`src/hdl/adc_decimation_paths_regs.vh`:
```
`ifndef ADC_DECIMATION_PATHS_REGS_VH
`define ADC_DECIMATION_PATHS_REGS_VH

// Register byte offsets
`define ADP_CTRL_OFS        12'h000
`define ADP_STATUS_OFS      12'h004
`define ADP_AUDIO1_OFS      12'h008
`define ADP_AUDIO2_OFS      12'h00c

// Control field positions and reset value
`define ADP_CTRL_VOICE_LSB  0
`define ADP_CTRL_DCREM_LSB  2
`define ADP_CTRL_RESET      4'h0

// Status field positions
`define ADP_STAT_OVR_LSB    0
`define ADP_STAT_FILL1_LSB  4
`define ADP_STAT_FILL2_LSB  6

// Decimation counts (last count value of each divider)
`define ADP_AUD_CIC_LAST    4'hf
`define ADP_AUX_CIC_LAST    6'h3f
`define ADP_LEVEL_TAP_LAST  4'hf
`define ADP_STG2_LAST       3'h7

// Arithmetic constants
`define ADP_REHASH_SHIFT    3
`define ADP_LEVEL_SHIFT     7
`define ADP_GAIN_Q14        32'sh00006fe3
`define ADP_GAIN_FRAC       14
`define ADP_DC_SHIFT        10
`define ADP_HP_SHIFT        1

`endif

```
`src/hdl/adc_decimation_paths.v`:
```
`timescale 1ns/1ps
`include "adc_decimation_paths_regs.vh"

module adc_decimation_paths (
    // Clock and reset
    input  wire        core_clk,
    input  wire        reset_n,
    // APB slave
    input  wire        psel,
    input  wire        penable,
    input  wire        pwrite,
    input  wire [11:0] paddr,
    input  wire [31:0] pwdata,
    output reg  [31:0] prdata,
    output reg         pready,
    output reg         pslverr,
    // Modulator bitstreams, one bit per unit, with a 128 fs strobe
    input  wire        mod_tick,
    input  wire [1:0]  aux_bits,
    input  wire [1:0]  audio_bits,
    // Audio samples at fs, through a two-entry buffer
    output wire [31:0] audio_data,
    output wire [1:0]  audio_valid,
    input  wire [1:0]  audio_ready,
    // Aux samples at fs
    output wire [31:0] aux_data,
    output wire [1:0]  aux_valid,
    // Level detection samples at 8 fs
    output wire [31:0] level_data,
    output wire [1:0]  level_valid
);

    // Saturate a wide signed value into 16 bits
    // Clipping instead of wrapping keeps a full-scale input from flipping sign
    function [15:0] sat16;
        input signed [31:0] v;
        begin
            if (v > 32'sd32767)
                sat16 = 16'h7fff;
            else if (v < -32'sd32768)
                sat16 = 16'h8000;
            else
                sat16 = v[15:0];
        end
    endfunction

    // Bitstream synchronisers; the strobe gets a third stage for edge detect
    // Bits and strobe share the same delay, so a bit is settled when its tick is seen
    reg  [1:0]  aux_s1_r;
    reg  [1:0]  aux_s2_r;
    reg  [1:0]  aud_s1_r;
    reg  [1:0]  aud_s2_r;
    reg         tick_s1_r;
    reg         tick_s2_r;
    reg         tick_s3_r;
    wire        tick = tick_s2_r & ~tick_s3_r;

    always @(posedge core_clk) begin
        aux_s1_r  <= aux_bits;
        aux_s2_r  <= aux_s1_r;
        aud_s1_r  <= audio_bits;
        aud_s2_r  <= aud_s1_r;
        tick_s1_r <= mod_tick;
        tick_s2_r <= tick_s1_r;
        tick_s3_r <= tick_s2_r;
    end

    // Shared rate dividers; both units run in lock step
    reg  [3:0]  aud_cnt_r;
    reg  [5:0]  aux_cnt_r;
    reg  [2:0]  stg2_cnt_r;
    reg         aux_phase_r;
    // One shared tick count: the 8 fs level tap and the 2 fs dump stay aligned,
    // and the audio count, stepped on the same tick, puts its push in the same cycle as the aux strobe
    wire        aud_dec  = tick && (aud_cnt_r == `ADP_AUD_CIC_LAST);
    wire        aux_dec  = tick && (aux_cnt_r == `ADP_AUX_CIC_LAST);
    wire        lev_dec  = tick && (aux_cnt_r[3:0] == `ADP_LEVEL_TAP_LAST);
    reg         cic_v_r;
    reg         stg2_v_r;
    reg         comp_v_r;

    always @(posedge core_clk) begin
        if (!reset_n) begin
            aud_cnt_r   <= 4'h0;
            aux_cnt_r   <= 6'h00;
            stg2_cnt_r  <= 3'h0;
            aux_phase_r <= 1'b0;
            cic_v_r     <= 1'b0;
            stg2_v_r    <= 1'b0;
            comp_v_r    <= 1'b0;
        end else begin
            if (tick) begin
                aud_cnt_r <= aud_cnt_r + 4'h1;
                aux_cnt_r <= aux_cnt_r + 6'h01;
            end
            cic_v_r  <= aud_dec;
            // Second stage keeps one of eight rehashed samples
            // The count wraps by itself, so no compare against eight is needed
            stg2_v_r <= cic_v_r && (stg2_cnt_r == `ADP_STG2_LAST);
            if (cic_v_r)
                stg2_cnt_r <= stg2_cnt_r + 3'h1;
            comp_v_r <= aux_dec;
            if (comp_v_r)
                aux_phase_r <= ~aux_phase_r;
        end
    end

    // Control and status registers
    reg  [3:0]  ctrl_r;
    reg  [1:0]  ovr_r;
    wire [1:0]  ovr_set;
    wire [3:0]  fill_w;
    wire [31:0] last_audio;

    // Two identical units
    genvar u;
    generate
        for (u = 0; u < 2; u = u + 1) begin : g_unit
            // Audio CIC3 integrators and combs
            reg  signed [15:0] ai1_r, ai2_r, ai3_r;
            reg  signed [15:0] ad1_r, ad2_r, ad3_r;
            reg  signed [15:0] cic_r;
            reg  signed [18:0] acc_r;
            reg  signed [15:0] avg_r;
            reg  signed [25:0] dc_r;
            reg         [15:0] f0_r, f1_r;
            reg         [1:0]  fcnt_r;
            reg                fval_r;
            reg         [15:0] last_r;
            // Aux CIC2 integrators, main and level combs
            reg  signed [17:0] bi1_r, bi2_r;
            reg  signed [17:0] bd1_r, bd2_r;
            reg  signed [17:0] ld1_r, ld2_r;
            reg  signed [15:0] lp_r;
            reg         [15:0] lev_r;
            reg                lev_v_r;
            reg  signed [15:0] x0_r, x1_r, x2_r;
            reg  signed [15:0] comp_r, comp_prev_r;
            reg         [15:0] aux_r;
            reg                aux_v_r;

            wire signed [15:0] a_in  = aud_s2_r[u] ? 16'sh0001 : 16'shffff;
            wire signed [17:0] b_in  = aux_s2_r[u] ? 18'sh00001 : 18'sh3ffff;
            wire signed [15:0] ac1   = ai3_r - ad1_r;
            wire signed [15:0] ac2   = ac1 - ad2_r;
            wire signed [15:0] ac3   = ac2 - ad3_r;
            wire signed [17:0] bc1   = bi2_r - bd1_r;
            wire signed [17:0] bc2   = bc1 - bd2_r;
            wire signed [17:0] lc1   = bi2_r - ld1_r;
            wire signed [17:0] lc2   = lc1 - ld2_r;
            // Rehash CIC words into full-scale Q15
            wire signed [15:0] reh   = sat16({{16{cic_r[15]}}, cic_r} <<< `ADP_REHASH_SHIFT);
            wire signed [18:0] acc_n = acc_r + {{3{reh[15]}}, reh};
            wire signed [31:0] gprod = {{16{avg_r[15]}}, avg_r} * `ADP_GAIN_Q14;
            wire signed [15:0] gain  = sat16(gprod >>> `ADP_GAIN_FRAC);
            wire signed [15:0] dcv   = dc_r[25:10];
            wire signed [15:0] dout  = ctrl_r[`ADP_CTRL_DCREM_LSB + u] ?
                                       sat16({{16{gain[15]}}, gain} - {{16{dcv[15]}}, dcv}) :
                                       gain;
            wire signed [15:0] lx    = sat16({{14{lc2[17]}}, lc2} <<< `ADP_LEVEL_SHIFT);
            wire signed [15:0] bx    = sat16({{14{bc2[17]}}, bc2} <<< `ADP_REHASH_SHIFT);
            wire signed [31:0] hp_y  = {{16{lx[15]}}, lx} - {{16{lp_r[15]}}, lp_r};
            // Droop fix: 9/8 of the middle tap less 1/16 of each outer tap
            // Casts keep the shifts arithmetic; a bare concatenation is unsigned
            wire signed [31:0] cmp   = $signed({{16{x1_r[15]}}, x1_r} * 32'sd18
                                       - {{16{x0_r[15]}}, x0_r}
                                       - {{16{x2_r[15]}}, x2_r}) >>> 4;
            // Level characteristic: mean of the two 2 fs samples
            wire signed [31:0] lvl   = $signed({{16{comp_r[15]}}, comp_r}
                                       + {{16{comp_prev_r[15]}}, comp_prev_r}) >>> 1;
            // DC tracker error in 32 bits; 26 bits would wrap at full scale
            wire signed [31:0] dc_err = $signed({{16{gain[15]}}, gain} <<< `ADP_DC_SHIFT)
                                        - $signed({{6{dc_r[25]}}, dc_r});
            wire signed [31:0] dc_stp = dc_err >>> `ADP_DC_SHIFT;
            wire               push  = stg2_v_r;
            wire               pop   = fval_r & audio_ready[u];

            // Filter datapath; reset zeroes it, no settling is hidden afterwards
            // Zeroing only keeps the state defined; the start-up transient still shows
            always @(posedge core_clk) begin
                if (!reset_n) begin
                    ai1_r <= 16'sh0000; ai2_r <= 16'sh0000; ai3_r <= 16'sh0000;
                    ad1_r <= 16'sh0000; ad2_r <= 16'sh0000; ad3_r <= 16'sh0000;
                    cic_r <= 16'sh0000; acc_r <= 19'sh00000; avg_r <= 16'sh0000;
                    dc_r  <= 26'sh0000000;
                    bi1_r <= 18'sh00000; bi2_r <= 18'sh00000;
                    bd1_r <= 18'sh00000; bd2_r <= 18'sh00000;
                    ld1_r <= 18'sh00000; ld2_r <= 18'sh00000;
                    lp_r  <= 16'sh0000; lev_r <= 16'h0000; lev_v_r <= 1'b0;
                    x0_r  <= 16'sh0000; x1_r <= 16'sh0000; x2_r <= 16'sh0000;
                    comp_r <= 16'sh0000; comp_prev_r <= 16'sh0000;
                    aux_r <= 16'h0000; aux_v_r <= 1'b0;
                end else begin
                    // Integrators run at 128 fs
                    if (tick) begin
                        ai1_r <= ai1_r + a_in;
                        ai2_r <= ai2_r + ai1_r;
                        ai3_r <= ai3_r + ai2_r;
                        bi1_r <= bi1_r + b_in;
                        bi2_r <= bi2_r + bi1_r;
                    end
                    if (aud_dec) begin
                        ad1_r <= ai3_r; ad2_r <= ac1; ad3_r <= ac2;
                        cic_r <= ac3;
                    end
                    // Boxcar of eight, restarted after each output
                    if (cic_v_r) begin
                        if (stg2_cnt_r == `ADP_STG2_LAST) begin
                            acc_r <= 19'sh00000;
                            avg_r <= acc_n[18:3];
                        end else begin
                            acc_r <= acc_n;
                        end
                    end
                    // Slow DC tracker; tracking continues while bypassed
                    if (push)
                        dc_r <= dc_r + dc_stp[25:0];
                    // Level branch at 8 fs with a one-pole high-pass
                    lev_v_r <= lev_dec;
                    if (lev_dec) begin
                        ld1_r <= bi2_r; ld2_r <= lc1;
                        lev_r <= sat16(hp_y);
                        // Low-pass moves half way toward the input each sample
                        lp_r  <= lp_r + sat16(hp_y >>> `ADP_HP_SHIFT);
                    end
                    if (aux_dec) begin
                        bd1_r <= bi2_r; bd2_r <= bc1;
                        x0_r  <= bx; x1_r <= x0_r; x2_r <= x1_r;
                    end
                    // Final stage halves 2 fs to fs
                    aux_v_r <= comp_v_r & aux_phase_r;
                    if (comp_v_r) begin
                        comp_prev_r <= comp_r;
                        comp_r      <= sat16(cmp);
                        if (aux_phase_r)
                            aux_r <= ctrl_r[`ADP_CTRL_VOICE_LSB + u] ?
                                     sat16(cmp) : sat16(lvl);
                    end
                end
            end

            // Two-entry output buffer; a full buffer drops and flags
            always @(posedge core_clk) begin
                if (!reset_n) begin
                    f0_r   <= 16'h0000;
                    f1_r   <= 16'h0000;
                    fcnt_r <= 2'h0;
                    fval_r <= 1'b0;
                    last_r <= 16'h0000;
                end else begin
                    if (push)
                        last_r <= dout;
                    // Push with pop keeps the count; a full buffer that is being
                    // drained still takes the new word, so only a real stall drops
                    if (push && pop) begin
                        if (fcnt_r == 2'h1)
                            f0_r <= dout;
                        else
                            f0_r <= f1_r;
                        if (fcnt_r == 2'h2)
                            f1_r <= dout;
                    end else if (push && fcnt_r != 2'h2) begin
                        if (fcnt_r == 2'h0)
                            f0_r <= dout;
                        else
                            f1_r <= dout;
                        fcnt_r <= fcnt_r + 2'h1;
                        fval_r <= 1'b1;
                    end else if (pop) begin
                        f0_r   <= f1_r;
                        fcnt_r <= fcnt_r - 2'h1;
                        fval_r <= (fcnt_r == 2'h2);
                    end
                end
            end

            assign ovr_set[u]           = push & (fcnt_r == 2'h2) & ~pop;
            assign fill_w[2*u +: 2]     = fcnt_r;
            assign last_audio[16*u +: 16] = last_r;
            assign audio_data[16*u +: 16] = f0_r;
            assign audio_valid[u]       = fval_r;
            assign aux_data[16*u +: 16] = aux_r;
            assign aux_valid[u]         = aux_v_r;
            assign level_data[16*u +: 16] = lev_r;
            assign level_valid[u]       = lev_v_r;
        end
    endgenerate

    // APB slave: one wait-free answer the cycle after setup
    // Read data is latched at setup so it stands through the access cycle
    wire        acc_ph = psel & penable & pready;
    wire        hit    = (paddr == `ADP_CTRL_OFS) || (paddr == `ADP_STATUS_OFS) ||
                         (paddr == `ADP_AUDIO1_OFS) || (paddr == `ADP_AUDIO2_OFS);
    reg  [31:0] rd_nxt;

    always @* begin
        case (paddr)
            `ADP_CTRL_OFS:   rd_nxt = {28'h0000000, ctrl_r};
            `ADP_STATUS_OFS: rd_nxt = {24'h000000, fill_w, 2'h0, ovr_r};
            `ADP_AUDIO1_OFS: rd_nxt = {16'h0000, last_audio[15:0]};
            `ADP_AUDIO2_OFS: rd_nxt = {16'h0000, last_audio[31:16]};
            default:         rd_nxt = 32'h00000000;
        endcase
    end

    // Register writes; overrun sets win over write-one-to-clear
    always @(posedge core_clk) begin
        if (!reset_n) begin
            ctrl_r  <= `ADP_CTRL_RESET;
            ovr_r   <= 2'h0;
            pready  <= 1'b0;
            pslverr <= 1'b0;
            prdata  <= 32'h00000000;
        end else begin
            pready  <= psel & ~penable;
            pslverr <= psel & ~penable & ~hit;
            if (psel & ~penable)
                prdata <= pwrite ? 32'h00000000 : rd_nxt;
            if (acc_ph && pwrite && paddr == `ADP_CTRL_OFS)
                ctrl_r <= pwdata[3:0];
            if (acc_ph && pwrite && paddr == `ADP_STATUS_OFS)
                ovr_r <= (ovr_r & ~pwdata[1:0]) | ovr_set;
            else
                ovr_r <= ovr_r | ovr_set;
        end
    end

endmodule // adc_decimation_paths

```
`config.mk`:
```
export PLATFORM = sky130hd
export DESIGN_NAME = adc_decimation_paths
export DESIGN_NICKNAME = d
export VERILOG_FILES = /design/src/hdl/adc_decimation_paths.v
export VERILOG_INCLUDE_DIRS = /design/src /design/src/hdl
export SDC_FILE = /design/constraint.sdc
export NUM_CORES = 2
export LEC_CHECK = 0
export BUFFER_PORTS_ARGS = -buffer_cell sky130_fd_sc_hd__buf_2
export CAP_MARGIN = 20
export CORE_MARGIN = 8
export CORE_UTILIZATION = 50
export DETAILED_ROUTE_END_ITERATION = 10
export PLACE_DENSITY = 0.67
export RECOVER_POWER = 100
export SYNTH_ARGS = -nofsm -noshare
export SYNTH_HDL_FRONTEND = slang
export SYNTH_SLANG_ARGS = --single-unit
```
`constraint.sdc`:
```
create_clock -name core_clk -period 13.25 [get_ports core_clk]
set_input_delay 3.3125 -clock core_clk [delete_from_list [all_inputs] [get_ports core_clk]]
set_output_delay 3.3125 -clock core_clk [all_outputs]
set_load 0.005 [all_outputs]
```
# After elaboration in Yosys (flattened, before gate mapping)
# Cells that the tools add are included.
# op_classes
addsub	49
mul	4
n_lt_le_gt_ge	36
eq_ne	19
muxes	79
bitwise	24
n_reduce_logical	31
# ops
operator	count
16-bit 2-to-1 mux	64
18-bit subtractor	8
16-bit adder	8
32-bit subtractor	4
16-bit subtractor	6
18-bit adder	4
17-bit by 16-bit greater-than comparator with 1-bit output, second input constant	4
17-bit by 16-bit less-than comparator with 1-bit output, second input constant	4
16-bit by 16-bit subtractor with 17-bit output	4
16-bit greater-than comparator, second input constant	4
16-bit less-than comparator, second input constant	4
16-bit by 16-bit multiplier with 32-bit output, second input constant	2
32-bit by 4-bit multiplier with 31-bit output, second input constant	2
16-bit case mux with 4 select lines	1
28-bit by 16-bit greater-than comparator with 1-bit output, second input constant	2
28-bit by 16-bit less-than comparator with 1-bit output, second input constant	2
26-bit by 26-bit subtractor with 27-bit output	2
26-bit adder	2
25-bit by 16-bit greater-than comparator with 1-bit output, second input constant	2
25-bit by 16-bit less-than comparator with 1-bit output, second input constant	2
21-bit by 16-bit greater-than comparator with 1-bit output, second input constant	2
21-bit by 16-bit less-than comparator with 1-bit output, second input constant	2
19-bit adder	2
19-bit by 16-bit greater-than comparator with 1-bit output, second input constant	2
other kinds (37)	103
# totals
ff_bits	990
in_bits	56
out_inout_bits	136
elab_cells	321

# Logic depth before layout (Yosys ltp)
# logic_depth
word_depth	12
ltp_mapped	48
mapped_depth_nobuf	45

# Least setup slack after synthesis
# Ideal clock, no wire load.
# synth_path
path_kind	register -> register
start	reg g_unit[0].avg_r[15]
end	reg g_unit[0].dc_r[25]
setup_ns	0.128
arrival_ns	10.755
required_time_ns	13.122
slack_ns	2.368
path_stages_with_launch	45
path_buffers	2
period_less_slack_ns	10.882
cell_sequence	dfxtp_1 inv_1 fa_1 inv_1 fa_1 fa_1 fa_1 inv_1 fa_1 inv_1 ha_1 a21o_1 a21o_1 a21oi_1 o21ai_0 a21oi_2 o21ai_1 a21oi_1 [... 9 more ...] a21o_1 a21o_1 a21oi_1 a21boi_0 xnor2_1 ha_1 a21oi_1 nand2_1 a21oi_1 a2bb2oi_1 o311ai_0 a31oi_1 nor2b_1 o21a_1 o41ai_1 mux2i_1 xnor2_1 nor2_1
# synth_between
elab_chain_len	6
word_cells_on_any_way	7
classes_between	add/sub: 2; mul: 1; order compare: 2; mux: 2
# synth_rtl
item	line_no	text
from (decl)	adc_decimation_paths.v:124	reg signed [15:0] avg_r;
from (signal assigned)	adc_decimation_paths.v:210	avg_r <= acc_n[18:3];
16-bit by 16-bit multiplier with 32-bit output (no source line) (*)	n/a	
18-bit by 16-bit less-than comparator with 1-bit output	adc_decimation_paths.v:40	else if (v < -32'sd32768)
16-bit 2-to-1 mux	adc_decimation_paths.v:40	
16-bit 2-to-1 mux (*)	adc_decimation_paths.v:38	if (v > 32'sd32767)
26-bit by 26-bit subtractor with 27-bit output (*)	adc_decimation_paths.v:172	wire signed [31:0] dc_err = $signed({{16{gain[15]}}, gain} <<< `ADP_DC_SHIFT)
26-bit adder (*)	adc_decimation_paths.v:217	dc_r <= dc_r + dc_stp[25:0];
to (signal assigned)	adc_decimation_paths.v:217	
to (decl)	adc_decimation_paths.v:125	reg signed [25:0] dc_r;
# Mark *: on every way between the ends. The rest lies on a longest branch, timed or not.
# A chain may end at the register's enable or synchronous reset.

# Worst setup path after layout
# layout_path
start	in reset_n
end	reg g_unit[1].comp_r[15]
# layout_rtl
item	line_no	text
from (decl)	adc_decimation_paths.v:7	input wire reset_n,
to (signal assigned)	adc_decimation_paths.v:234	comp_r <= sat16(cmp);
to (decl)	adc_decimation_paths.v:138	reg signed [15:0] comp_r, comp_prev_r;
# No word-level cell between the ends.

==> impl_metrics.json <==
{
  "outcome": "finished, violations left",
  "violations": "capacitance limit, slew limit",
  "max_clock_freq_mhz": 82.6,
  "portBuffers": 147,
  "final_common_cell": "nand2_1",
  "drive_gt1_share_pct": 3.95,
  "io-pin-count": 192,
  "period_share_pct": 91.4,
  "hp-class": "reg2reg",
  "min_period_ps": 12110,
  "wl_met2_mm": 85.1,
  "finClkSkew_ps": 35.6,
  "gp_routability_congestion": 0.895,
  "final_cell_mix": "1,362 x nand2_1, 1,168 x a21oi_1, 1,055 x inv_1",
  "cp-startpoint": "reset_n",
  "coreArea_mm2": 0.160,
  "yosys_warnings": 0,
  "drv_slew": 883,
  "wl_per_cell_um": 15.4,
  "row_count": 147,
  "grtUsageTotal_pct": 20.8,
  "worstMarginPinSlew_ps": 5880,
  "ir_drop_mv": 0.157,
  "grt_pass1_wl_mm": 315,
  "n_fill_cell": 14792,
  "post_drt_via_cell_ratio": 5.51,
  "setup_viol": 0,
  "wl_met1_mm": 90.4,
  "grt_pass1_vias": 64506,
  "synth-edff-count": 0,
  "antenna_found_initial": 0,
  "postCtsSetupBuffers": 0,
  "h-tree-depth": 3,
  "rsz0062_at_grt": "false",
  "drtIter0Drc": 4042,
  "crit_path_max_fanout": 179,
  "cts_buffers": 114,
  "netlist_area_mm2": 0.0801,
  "drc": 0,
  "synth_flop_cell": "dfxtp_1",
  "holdPathStages": 0,
  "placed_cell_area_mm2": 0.0824,
  "cts_hold_buffers": 0,
  "holdPathEnd": "tick_s2_r",
  "yosys.cell_types.count": 101,
  "dieHeight_um": 416,
  "cts_tree": "done",
  "route.met3.wl_mm": 6.78,
  "avgSynthCellArea_um2": 7.97,
  "vias": 67006,
  "relSlewSlack_pct": -292,
  "arrival_ps": 12750,
  "cp-end-kind": "register",
  "final_core_util_pct": 54.0,
  "hold_start": "tick_s1_r",
  "cp.required_ps": 13900,
  "final_nets": 11356,
  "initial_core_util_pct": 50.1,
  "overflow": 0,
  "hpwl_mm": 139,
  "start_kind": "primary input",
  "grt_max_degree": 180,
  "final_area_mm2": 0.0864,
  "drtAntennaViolNets": 0,
  "ys_async_sr_fraction_pct": 0,
  "ys_ff_latch": 962,
  "fin_setup_tns_ps": 0,
  "cap_violations": 12,
  "ctsRootBufferMaster": "clkbuf_16",
  "syn_inst": 10051,
  "leakage_uw": 0.0385,
  "hold_ws_ps": 331,
  "worst_skew_pair.late_latency_ps": 750,
  "hold_viol_final": 0,
  "wl_mm": 187,
  "power_uw": 10200,
  "powerDensity_mw_per_mm2": 118,
  "max-clock-path-buffers": 3,
  "synth_seq_area_share_pct": 24.0,
  "die_w_um": 416,
  "reg2reg_depth": 41,
  "cts_sinks": 962,
  "critPathKind": "in2reg",
  "top_layer": "met4",
  "r2r-end": "g_unit[0].dc_r[25]",
  "first_pass_iters": 6,
  "reg2reg_slack_ps": 1210,
  "die_area_mm2": 0.173,
  "cts_resized": 0,
  "cts.reportedPaths.clkPinSlew_ps": 60,
  "r2r-start": "g_unit[0].avg_r[8]",
  "syn_to_final_growth_pct": 7.82,
  "n_antenna_cell": 0
}
## through the flow
step	cells	worst slack, ps
6_report	12154	1140
5_1_grt	12154	346
4_1_cts	12149	1530
2_1_floorplan	10066	2370
3_3_place_gp	11943	1620
3_5_place_dp	11943	1590
## synth_stat cells, types with 106 or more instances
library cell     n  share of area (%)
a211oi_1       106               0.99
a21o_1         230                2.2
a21oi_1       1164                7.3
clkbuf_1       339                1.6
dfxtp_1        962                 24
fa_1           351                8.8
ha_1           971                 15
inv_1         1056                4.9
mux2i_1        124                1.5
nand2_1       1362                6.4
nand3_1        136               0.85
nor2_1         635                3.0
nor3_1         150               0.94
o21ai_0        446                2.8
or3_1          107               0.84
xnor2_1        449                4.9
xor2_1         205                2.2
## how the worst max path moves through the flow
| stage | endpoint | slack (ps) |
|---|---|---|
| floorplan | g_unit[0].dc_r[25] | 2370 |
| global placement | g_unit[0].dc_r[25] | 1620 |
| detailed placement | g_unit[0].dc_r[25] | 1590 |
| CTS | g_unit[0].dc_r[25] | 1530 |
| global route | g_unit[0].dc_r[25] | 350 |
| finish | g_unit[1].comp_r[15] | 1140 |
## state kept, by name, indices dropped and copies added (netlist names), 32 cells and up
register	flops
g_unit.aux_r	32
g_unit.ad3_r	32
g_unit.bi1_r	36
g_unit.comp_r	32
g_unit.bd1_r	36
g_unit.ai2_r	32
g_unit.f1_r	32
g_unit.avg_r	32
g_unit.bd2_r	36
g_unit.cic_r	32
g_unit.bi2_r	36
g_unit.lev_r	32
g_unit.f0_r	32
g_unit.ai3_r	32
g_unit.comp_prev_r	32
g_unit.last_r	32
g_unit.ad1_r	32
g_unit.acc_r	38
g_unit.dc_r	52
g_unit.ad2_r	32
g_unit.ld1_r	36
g_unit.ai1_r	32
g_unit.lp_r	32
g_unit.ld2_r	36
## layout make-up
type                            count  area, µm²  area share (%)
Tap cell                         2086       2610            3.02
Timing Repair Buffer              202       1080            1.25
Clock inverter                     48        781           0.904
Inverter                         1057       3970            4.59
Multi-Input combinational cell   7641      55300            64.1
Clock buffer                      158       3350            3.88
Sequential cell                   962      19300            22.3
## cell families (layout without fill, tap and decap cells)
| logic type | count (synthesis) | in the layout | synth area share [%] |
|---|---|---|---|
| muxes | 139 | 139 | 1.79 |
| and+or+nand+nor | 2821 | 2821 | 15.5 |
| AOI/OAI and AO/OA | 2667 | 2667 | 20.2 |
| xor gates and xnor gates | 656 | 656 | 7.20 |
| other | 1 | 16 | 0.00468 |
| adders and majority gates | 1342 | 1342 | 24.2 |
| DFF | 962 | 962 | 24.0 |
| buffers and inverters | 1463 | 1465 | 7.00 |
## per-layer routing
| metal | up-vias | GRT usage (%) |
|---|---|---|
| met5 | - | 0 |
| met4 | 0 | 5.03 |
| met2 | 983 | 34.7 |
| met3 | 234 | 2.43 |
| met1 | 31617 | 28.8 |
| li1 | 34172 | - |
## power breakdown
| group | switching [µW] | internal, µW |
|---|---|---|
| clock network | 1330 | 2110 |
| logic | 2250 | 1570 |
| registers | 33.3 | 2920 |
## worst max-delay path: stages
cell	delay, ps
buf_6	390
clkinvlp_2	3560
clkbuf_2	2700
clkbuf_1	1290
clkbuf_4	810
a211oi_1	320
No activity file was read; power rests on OpenSTA's default activity.
